$ cat src/tcp_pkg.sv
// constants shared by the timer/counter/pwm block
package tcp_pkg;
    localparam int ADDR_W = 8;
    localparam int DATA_W = 32;
    localparam int NUM_INST = 4;
    localparam int CNT_W = 16;
    localparam int DB_W = 8;
    localparam int PRESC_W = 16;

    // per-instance register window
    localparam logic [7:0] INST_STRIDE = 8'h20;
    localparam logic [4:0] OFF_CTRL = 5'h00;
    localparam logic [4:0] OFF_PERIOD = 5'h04;
    localparam logic [4:0] OFF_COMPARE = 5'h08;
    localparam logic [4:0] OFF_COUNT = 5'h0c;
    localparam logic [4:0] OFF_CAPTURE = 5'h10;
    localparam logic [4:0] OFF_DEADBAND = 5'h14;
    // global registers
    localparam logic [7:0] OFF_IRQ_STATUS = 8'h80;
    localparam logic [7:0] OFF_IRQ_MASK = 8'h84;
    localparam logic [7:0] OFF_PRESCALE = 8'h88;

    // control register fields
    localparam int CTRL_EN_BIT = 0;
    localparam int CTRL_MODE_LSB = 1;
    localparam int CTRL_CLK_LSB = 3;
    localparam int CTRL_REL_LSB = 5;
    localparam int CTRL_START_BIT = 8;
    localparam int CTRL_COMPL_BIT = 9;
    localparam int CTRL_W = 10;

    // counting modes
    localparam logic [1:0] MODE_FREE = 2'h0;
    localparam logic [1:0] MODE_ONESHOT = 2'h1;
    localparam logic [1:0] MODE_GATED = 2'h2;
    // clock sources
    localparam logic [1:0] CLK_BUS = 2'h0;
    localparam logic [1:0] CLK_PRESC = 2'h1;
    localparam logic [1:0] CLK_EXT = 2'h2;
    // compare relations
    localparam logic [2:0] REL_LT = 3'h0;
    localparam logic [2:0] REL_LTE = 3'h1;
    localparam logic [2:0] REL_EQ = 3'h2;
    localparam logic [2:0] REL_GTE = 3'h3;
    localparam logic [2:0] REL_GT = 3'h4;

    // irq status layout: terminal count bits, then capture bits
    localparam int IRQ_TC_LSB = 0;
    localparam int IRQ_CAP_LSB = 4;
    localparam int IRQ_W = 8;

    // reset values
    localparam logic [CTRL_W-1:0] CTRL_RST = 10'h000;
    localparam logic [CNT_W-1:0] PERIOD_RST = 16'hffff;
    localparam logic [CNT_W-1:0] COMPARE_RST = 16'h0000;
    localparam logic [DB_W-1:0] DEADBAND_RST = 8'h00;
    localparam logic [PRESC_W-1:0] PRESC_RST = 16'h0000;

    localparam logic [1:0] RESP_OKAY = 2'b00;
    localparam logic [1:0] RESP_SLVERR = 2'b10;
endpackage

$ cat src/tcp_timer.sv
// four-instance 16-bit down-counting timer/counter/pwm with axi4-lite registers
`timescale 1ns/1ps
module tcp_timer #(
    parameter int NUM_INST = tcp_pkg::NUM_INST
) (
    // clock and reset
    input wire logic aclk,
    input wire logic aresetn,
    // axi4-lite write
    input wire logic [tcp_pkg::ADDR_W-1:0] s_axi_awaddr,
    input wire logic s_axi_awvalid,
    output logic s_axi_awready,
    input wire logic [tcp_pkg::DATA_W-1:0] s_axi_wdata,
    input wire logic [3:0] s_axi_wstrb,
    input wire logic s_axi_wvalid,
    output logic s_axi_wready,
    output logic [1:0] s_axi_bresp,
    output logic s_axi_bvalid,
    input wire logic s_axi_bready,
    // axi4-lite read
    input wire logic [tcp_pkg::ADDR_W-1:0] s_axi_araddr,
    input wire logic s_axi_arvalid,
    output logic s_axi_arready,
    output logic [tcp_pkg::DATA_W-1:0] s_axi_rdata,
    output logic [1:0] s_axi_rresp,
    output logic s_axi_rvalid,
    input wire logic s_axi_rready,
    // fabric inputs, one per instance
    input wire logic [NUM_INST-1:0] ext_clk_in,
    input wire logic [NUM_INST-1:0] tmr_reset_in,
    input wire logic [NUM_INST-1:0] capture_in,
    input wire logic [NUM_INST-1:0] enable_in,
    input wire logic [NUM_INST-1:0] kill_in,
    // fabric outputs, one per instance
    output logic [NUM_INST-1:0] cmp_out,
    output logic [NUM_INST-1:0] cmp_n_out,
    output logic [NUM_INST-1:0] tc_out,
    // interrupt
    output logic irq
);
    import tcp_pkg::*;

    function automatic logic [DATA_W-1:0] merge(input logic [DATA_W-1:0] old_v,
                                                 input logic [DATA_W-1:0] new_v,
                                                 input logic [3:0] strb);
        logic [DATA_W-1:0] res;
        res = old_v;
        for (int b = 0; b < 4; b++) begin
            if (strb[b]) res[b*8 +: 8] = new_v[b*8 +: 8];
        end
        return res;
    endfunction

    function automatic logic compare(input logic [2:0] rel, input logic [CNT_W-1:0] a,
                                     input logic [CNT_W-1:0] b);
        case (rel)
            REL_LT: return a < b;
            REL_LTE: return a <= b;
            REL_EQ: return a == b;
            REL_GTE: return a >= b;
            REL_GT: return a > b;
            default: return 1'b0;
        endcase
    endfunction

    // per-instance state
    logic [CTRL_W-1:0] ctrl_reg [NUM_INST];
    logic [CNT_W-1:0] period_reg [NUM_INST];
    logic [CNT_W-1:0] compare_reg [NUM_INST];
    logic [DB_W-1:0] deadband_reg [NUM_INST];
    logic [CNT_W-1:0] count_reg [NUM_INST];
    logic [CNT_W-1:0] capture_reg [NUM_INST];
    logic [NUM_INST-1:0] run_reg, tc_set, cap_set;
    logic [IRQ_W-1:0] irq_status_reg, irq_status_next, irq_mask_reg;
    logic [PRESC_W-1:0] presc_reg, presc_cnt_reg;
    logic presc_tick, aw_hold_reg, w_hold_reg, wr_fire, wr_ok, rd_ok;
    logic [ADDR_W-1:0] waddr_reg;
    logic [DATA_W-1:0] wdata_reg, rd_val;
    logic [3:0] wstrb_reg;

    assign s_axi_awready = ~aw_hold_reg;
    assign s_axi_wready = ~w_hold_reg;
    assign s_axi_arready = ~s_axi_rvalid;
    assign wr_fire = aw_hold_reg & w_hold_reg & ~s_axi_bvalid;

    always_ff @(posedge aclk) begin
        if (!aresetn) begin
            aw_hold_reg <= 1'b0;
            waddr_reg <= '0;
        end else if (s_axi_awvalid && !aw_hold_reg) begin
            aw_hold_reg <= 1'b1;
            waddr_reg <= s_axi_awaddr;
        end else if (wr_fire) begin
            aw_hold_reg <= 1'b0;
        end
    end

    always_ff @(posedge aclk) begin
        if (!aresetn) begin
            w_hold_reg <= 1'b0;
            wdata_reg <= '0;
            wstrb_reg <= '0;
        end else if (s_axi_wvalid && !w_hold_reg) begin
            w_hold_reg <= 1'b1;
            wdata_reg <= s_axi_wdata;
            wstrb_reg <= s_axi_wstrb;
        end else if (wr_fire) begin
            w_hold_reg <= 1'b0;
        end
    end

    always_comb begin
        if (waddr_reg[7]) begin
            wr_ok = waddr_reg == OFF_IRQ_STATUS || waddr_reg == OFF_IRQ_MASK || waddr_reg == OFF_PRESCALE;
        end else begin
            wr_ok = 32'(waddr_reg[6:5]) < NUM_INST && (waddr_reg[4:0] == OFF_CTRL
                || waddr_reg[4:0] == OFF_PERIOD || waddr_reg[4:0] == OFF_COMPARE
                || waddr_reg[4:0] == OFF_DEADBAND);
        end
    end

    always_ff @(posedge aclk) begin
        if (!aresetn) begin
            s_axi_bvalid <= 1'b0;
            s_axi_bresp <= RESP_OKAY;
        end else if (wr_fire) begin
            s_axi_bvalid <= 1'b1;
            s_axi_bresp <= wr_ok ? RESP_OKAY : RESP_SLVERR;
        end else if (s_axi_bready) begin
            s_axi_bvalid <= 1'b0;
        end
    end

    // read mux; count is read live without touching the counter
    always_comb begin
        rd_val = '0;
        rd_ok = 1'b1;
        if (s_axi_araddr[7]) begin
            case (s_axi_araddr)
                OFF_IRQ_STATUS: rd_val = DATA_W'(irq_status_reg);
                OFF_IRQ_MASK: rd_val = DATA_W'(irq_mask_reg);
                OFF_PRESCALE: rd_val = DATA_W'(presc_reg);
                default: rd_ok = 1'b0;
            endcase
        end else if (32'(s_axi_araddr[6:5]) < NUM_INST) begin
            case (s_axi_araddr[4:0])
                OFF_CTRL: rd_val = DATA_W'(ctrl_reg[s_axi_araddr[6:5]]);
                OFF_PERIOD: rd_val = DATA_W'(period_reg[s_axi_araddr[6:5]]);
                OFF_COMPARE: rd_val = DATA_W'(compare_reg[s_axi_araddr[6:5]]);
                OFF_COUNT: rd_val = DATA_W'(count_reg[s_axi_araddr[6:5]]);
                OFF_CAPTURE: rd_val = DATA_W'(capture_reg[s_axi_araddr[6:5]]);
                OFF_DEADBAND: rd_val = DATA_W'(deadband_reg[s_axi_araddr[6:5]]);
                default: rd_ok = 1'b0;
            endcase
        end else begin
            rd_ok = 1'b0;
        end
    end

    always_ff @(posedge aclk) begin
        if (!aresetn) begin
            s_axi_rvalid <= 1'b0;
            s_axi_rdata <= '0;
            s_axi_rresp <= RESP_OKAY;
        end else if (s_axi_arvalid && !s_axi_rvalid) begin
            s_axi_rvalid <= 1'b1;
            s_axi_rdata <= rd_val;
            s_axi_rresp <= rd_ok ? RESP_OKAY : RESP_SLVERR;
        end else if (s_axi_rready) begin
            s_axi_rvalid <= 1'b0;
        end
    end

    // global registers
    always_ff @(posedge aclk) begin
        if (!aresetn) begin
            irq_mask_reg <= '0;
            presc_reg <= PRESC_RST;
        end else if (wr_fire && waddr_reg == OFF_IRQ_MASK) begin
            irq_mask_reg <= IRQ_W'(merge(DATA_W'(irq_mask_reg), wdata_reg, wstrb_reg));
        end else if (wr_fire && waddr_reg == OFF_PRESCALE) begin
            presc_reg <= PRESC_W'(merge(DATA_W'(presc_reg), wdata_reg, wstrb_reg));
        end
    end

    // write one to clear; a new event in the same cycle wins
    always_comb begin
        irq_status_next = irq_status_reg;
        if (wr_fire && waddr_reg == OFF_IRQ_STATUS && wstrb_reg[0]) begin
            irq_status_next = irq_status_reg & ~wdata_reg[IRQ_W-1:0];
        end
        irq_status_next[IRQ_TC_LSB +: NUM_INST] = irq_status_next[IRQ_TC_LSB +: NUM_INST] | tc_set;
        irq_status_next[IRQ_CAP_LSB +: NUM_INST] = irq_status_next[IRQ_CAP_LSB +: NUM_INST] | cap_set;
    end

    always_ff @(posedge aclk) begin
        if (!aresetn) begin
            irq_status_reg <= '0;
            irq <= 1'b0;
        end else begin
            irq_status_reg <= irq_status_next;
            irq <= |(irq_status_next & irq_mask_reg);
        end
    end

    // shared prescaled tick: one pulse every presc_reg+1 bus clocks
    assign presc_tick = presc_cnt_reg == '0;

    always_ff @(posedge aclk) begin
        if (!aresetn) begin
            presc_cnt_reg <= '0;
        end else if (presc_tick) begin
            presc_cnt_reg <= presc_reg;
        end else begin
            presc_cnt_reg <= presc_cnt_reg - 1'b1;
        end
    end

    for (genvar k = 0; k < NUM_INST; k++) begin : g_inst
        logic hit, start, ext_lvl_reg, ext_rise, tick, step;
        logic rst_prev_reg, cap_prev_reg, rst_rise, raw, raw_reg;
        logic [2:0] sync_reg;
        logic [DB_W-1:0] db_cnt_reg;
        logic [1:0] mode;

        assign hit = wr_fire && !waddr_reg[7] && waddr_reg[6:5] == 2'(k);
        assign start = hit && waddr_reg[4:0] == OFF_CTRL && wstrb_reg[1] && wdata_reg[CTRL_START_BIT];
        assign mode = ctrl_reg[k][CTRL_MODE_LSB +: 2];

        always_ff @(posedge aclk) begin
            if (!aresetn) begin
                ctrl_reg[k] <= CTRL_RST;
                period_reg[k] <= PERIOD_RST;
                compare_reg[k] <= COMPARE_RST;
                deadband_reg[k] <= DEADBAND_RST;
            end else if (hit) begin
                case (waddr_reg[4:0])
                    OFF_CTRL: ctrl_reg[k] <= CTRL_W'(merge(DATA_W'(ctrl_reg[k]), wdata_reg, wstrb_reg))
                        & ~(CTRL_W'(1) << CTRL_START_BIT);
                    OFF_PERIOD: period_reg[k] <= CNT_W'(merge(DATA_W'(period_reg[k]), wdata_reg, wstrb_reg));
                    OFF_COMPARE: compare_reg[k] <= CNT_W'(merge(DATA_W'(compare_reg[k]), wdata_reg, wstrb_reg));
                    OFF_DEADBAND: deadband_reg[k] <= DB_W'(merge(DATA_W'(deadband_reg[k]), wdata_reg, wstrb_reg));
                    default: ctrl_reg[k] <= ctrl_reg[k];
                endcase
            end
        end

        // external clock pin: three flops, edge counted when last two agree
        always_ff @(posedge aclk) begin
            if (!aresetn) begin
                sync_reg <= '0;
                ext_lvl_reg <= 1'b0;
            end else begin
                sync_reg <= {sync_reg[1:0], ext_clk_in[k]};
                if (sync_reg[1] == sync_reg[2]) begin
                    ext_lvl_reg <= sync_reg[2];
                end
            end
        end
        assign ext_rise = sync_reg[1] & sync_reg[2] & ~ext_lvl_reg;

        always_comb begin
            case (ctrl_reg[k][CTRL_CLK_LSB +: 2])
                CLK_BUS: tick = 1'b1;
                CLK_PRESC: tick = presc_tick;
                CLK_EXT: tick = ext_rise;
                default: tick = 1'b0;
            endcase
        end
        assign step = run_reg[k] && tick && (mode != MODE_GATED || enable_in[k]);

        always_ff @(posedge aclk) begin
            if (!aresetn) begin
                rst_prev_reg <= 1'b0;
                cap_prev_reg <= 1'b0;
            end else begin
                rst_prev_reg <= tmr_reset_in[k];
                cap_prev_reg <= capture_in[k];
            end
        end
        assign rst_rise = tmr_reset_in[k] & ~rst_prev_reg;
        assign cap_set[k] = capture_in[k] & ~cap_prev_reg;

        always_ff @(posedge aclk) begin
            if (!aresetn) begin
                capture_reg[k] <= '0;
            end else if (cap_set[k]) begin
                capture_reg[k] <= count_reg[k];
            end
        end

        assign tc_set[k] = step && count_reg[k] == '0;

        always_ff @(posedge aclk) begin
            if (!aresetn) begin
                count_reg[k] <= '0;
                run_reg[k] <= 1'b0;
                tc_out[k] <= 1'b0;
            end else begin
                if (tick || !run_reg[k]) begin
                    tc_out[k] <= 1'b0;
                end
                if (start || rst_rise) begin
                    count_reg[k] <= period_reg[k];
                    run_reg[k] <= run_reg[k] | start;
                end else if (!ctrl_reg[k][CTRL_EN_BIT]) begin
                    run_reg[k] <= 1'b0;
                end else if (tc_set[k]) begin
                    count_reg[k] <= period_reg[k];
                    tc_out[k] <= 1'b1;
                    if (mode == MODE_ONESHOT) begin
                        run_reg[k] <= 1'b0;
                    end
                end else if (step) begin
                    count_reg[k] <= count_reg[k] - 1'b1;
                end
            end
        end

        assign raw = compare(ctrl_reg[k][CTRL_REL_LSB +: 3], count_reg[k], compare_reg[k]);

        // deadband: both outputs low for deadband_reg+1 clocks after each change
        always_ff @(posedge aclk) begin
            if (!aresetn) begin
                raw_reg <= 1'b0;
                db_cnt_reg <= '0;
                cmp_out[k] <= 1'b0;
                cmp_n_out[k] <= 1'b0;
            end else begin
                raw_reg <= raw;
                if (raw != raw_reg) begin
                    db_cnt_reg <= deadband_reg[k];
                end else if (db_cnt_reg != '0) begin
                    db_cnt_reg <= db_cnt_reg - 1'b1;
                end
                if (kill_in[k] || raw != raw_reg || db_cnt_reg != '0) begin
                    cmp_out[k] <= 1'b0;
                    cmp_n_out[k] <= 1'b0;
                end else begin
                    cmp_out[k] <= raw_reg;
                    cmp_n_out[k] <= ~raw_reg & ctrl_reg[k][CTRL_COMPL_BIT];
                end
            end
        end
    end
endmodule

$ cat config.mk
export PLATFORM = sky130hd
export DESIGN_NAME = tcp_timer
export DESIGN_NICKNAME = d
export VERILOG_FILES = /design/src/tcp_pkg.sv /design/src/tcp_timer.sv
export SDC_FILE = /design/constraint.sdc
export NUM_CORES = 1
export LEC_CHECK = 0
export BUFFER_PORTS_ARGS = -buffer_cell sky130_fd_sc_hd__buf_2
export CORE_UTILIZATION = 45
export CTS_CLUSTER_SIZE = 16
export DETAILED_ROUTE_END_ITERATION = 10
export GPL_ROUTABILITY_DRIVEN = 0
export GPL_TIMING_DRIVEN = 1
export PLACE_DENSITY = 0.63
export SYNTH_ARGS = -nofsm -noshare
export SYNTH_HDL_FRONTEND = slang
export SYNTH_SLANG_ARGS = --single-unit
$ cat constraint.sdc
create_clock -name aclk -period 3.5 [get_ports aclk]
set_clock_uncertainty 0.1 [all_clocks]
set_input_delay 0 -clock aclk [delete_from_list [all_inputs] [get_ports aclk]]
set_output_delay 0 -clock aclk [all_outputs]
set_load 0.05 [all_outputs]
==> metrics.yaml <==
die_y_um: 243
grt_pass1_wl_um: 126000
clkLatencyLatePin_ns: 0.62
fill_cells: 4932
relSlewSlack_pct: 13.8
dr_total_vias: 20500
cp_max_fo: 8
rows: 87
regArea_um2: 13200
grt_pass1_vias: 19700
cts_setup_buffers: 0
setup_ws_ns: 0.193
outcome: "complete, no violations"
synth.area.top_cells: "edfxtp_1, dfxtp_1, mux4_2, and2_1, nand2_1"
p_comb_share_pct: 19.3
clock_path_buffers: 3
synthFlopType: "edfxtp_1"
slowest_stage: "or4_4"
cts_made_buffers: 52
synth_seq_area_share_pct: 50.6
fin_crit_sh_pct: 94.5
worstPathBufferInverterCount: 1
arrival_ns: 3.70
synth_area_um2: 26100
syn_inst: 2430
synth_edf_count: 324
finalSetupViolCount: 0
htreeDepth: 2
routedWlPerCell_um: 24.7
worst_ep_required_time_ns: 3.89
fmax_mhz: 302
antenna_found_initial: 1
internal_power_mw: 11.3
drive_gt1_share_pct: 15.2
ant_nets: 0
pwr_density_cell_nw_per_um2: 531
p_switching_mw: 4.71
swShare_pct: 29.4
diodes: 0
cellLeakagePower_nw: 11.4
synth-seq-cells: 497
tightest_slew_ns: 1.29
grtUsageTotal_pct: 28.4
startpoint_type: "flop"
dr.pass1.iters: 5
root_buffer: "clkbuf_16"
yosys.area.top_type: "edfxtp_1"
clkTransAtPathRegs_ns: 0.06
hold_class: "input pin to flop"
end_kind: "flop"
initial_core_util_pct: 45.9
drc: 0
portBuffers: 96
critPathTopFamily: "simple AND/OR/NAND/NOR gates"
p_clk_share_pct: 35.9
ys_warn_count: 0
seqPwrFrac_pct: 44.8
period_needed_ns: 3.31
wl_um: 84200
grt_start_max_net_pins: 90
max_cap_violations: 0
final_nets: 2773
maxSlewViolCount: 0
layout_common_cells: "edfxtp_1, nand2_1, and2_1"
multi_input_area_um2: 11900
critPathKind: "flop to flop"
fp.dieArea_um2: 58900
finalHoldViolations: 0
ys_async_sr_fraction_pct: 0
crit_path_max_incr_delay_ns: 0.70
setup_tns_ns: 0
synth_cell_type_count: 77
synth_area_per_cell_um2: 10.7
drtIter0Drc: 2370
vias_per_cell: 6.00
ir_worst_vdd_v: 0.000427
die_w_um: 243
num_io_pins: 133
dpl.hpwl_um: 62400
cts_sinks: 497
layout_commonest_cell: "edfxtp_1"
crit_chain: "ha_1, nand4_1, or4_4, and3_1, a2111oi_0, o21ai_1, buf_4, mux2i_1"
core-area_um2: 56800
cts_tree: "done"
post-synth-top-area-fraction_pct: 37.3
dp_slack_ns: 0.144
area_delta_synth_final_pct: 15.9
rsz0062_at_grt: "no"
overflow: 0
power groups by stage:
stage / logic, mW / registers [mW] / clock network [mW]
after floorplan: 2.17 / 7.18 / 0
after global placement: 2.89 / 7.26 / 0
after detailed placement: 2.99 / 7.28 / 0
after CTS: 3.07 / 7.16 / 5.82
after global routing: 3.40 / 7.23 / 6.04
final: 3.10 / 7.18 / 5.76
layer usage:
metal  vias up  track usage, %  part of all wire (%)
li1       9157               -                     -
met1     10100            38.7                    41
met2      1089            44.2                    45
met3       166            6.44                    11
met4         0            10.8                   3.7
met5         -               0                     0
cells by family after synthesis:
family	count (synthesis)	share of synthesized area, %
muxes	156	9.84
xor gates and xnor gates	87	2.92
AOI/OAI and AO/OA	346	8.92
DFF	497	50.6
and+or+nand+nor	999	19.8
other	1	0.0144
adders and majority gates	78	3.74
buffers and inverters	266	4.18
worst register-to-register path: cells and delay by family (launching register included):
| kind | cells | cell delay (ns) |
|---|---|---|
| muxes | 1 | 0.13 |
| DFF | 1 | 0.50 |
| and+or+nand+nor | 3 | 1.26 |
| AOI/OAI and AO/OA | 2 | 0.60 |
| adders and majority gates | 1 | 0.37 |
| buffers and inverters | 1 | 0.23 |
per-stage QoR:
step	power [mW]	util, %	area (um^2)	hold WS (ns)	std cells
final	16.0	53.2	30200	0.0279	3415
after global routing	16.7	53.2	30200	0.0276	3415
after CTS	16.0	53.2	30200	0.000415	3415
after detailed placement	10.3	48.9	27800	0.101	3253
after global placement	10.2	48.9	27800	0.0878	3253
after floorplan	9.35	-	26100	0.0000571	2447
worst paths after layout:
kind                                                       start                                   end  slack (ns)  depth (start not counted)
worst max register to register        count_reg[3][15]$_DFFE_PP_  g_inst[3].db_cnt_reg[1]$_SDFFE_PN0P_        0.19                          8
worst max-delay path                  count_reg[3][15]$_DFFE_PP_  g_inst[3].db_cnt_reg[1]$_SDFFE_PN0P_        0.19                          8
worst min-delay path                               ext_clk_in[0]      g_inst[0].sync_reg[0]$_SDFF_PN0_        0.03                          3
worst min register to register  g_inst[2].sync_reg[0]$_SDFF_PN0_      g_inst[2].sync_reg[1]$_SDFF_PN0_        0.33                          1
layout make-up:
| type | instances | area share [%] |
|---|---|---|
| clock buffers | 72 | 5.25 |
| clock inverters | 25 | 0.671 |
| inverters | 109 | 1.36 |
| multi-input cells | 1684 | 39.2 |
| flip-flops and latches | 497 | 43.7 |
| well taps | 756 | 3.13 |
| repair buffers | 272 | 6.69 |
synthesized netlist by cell type, types with 8 or more instances:
master     instances
nand2b_1          19
o21ai_1           14
nor2_1           163
nor4b_1            8
and3_1            20
nor2b_1           22
mux2i_1           74
nand4_1           24
ha_1              78
buf_2              9
a221oi_1          12
and2_1           196
a22oi_1           40
nand3_1           49
o211ai_1          14
a21oi_1           87
nor3_1            70
or3_1             85
a211oi_1          17
o2bb2ai_1         32
dfxtp_1          173
clkbuf_1         123
xor2_1            38
nand3b_1          10
edfxtp_1         324
nor4_1            21
mux4_2            80
xnor2_1           49
or4_1             12
a31oi_1           14
buf_4             19
o21ai_0           64
nand2_1          270
inv_1            109
repair_timing:
action | 4_1_cts | 5_1_grt
resized for setup | 0 | 1
hold buffers | 65 | 0
endpoints found under the setup margin | 0 | 8
endpoints found under the hold margin | 93 | 0
No activity file was read; power rests on OpenSTA's default activity.
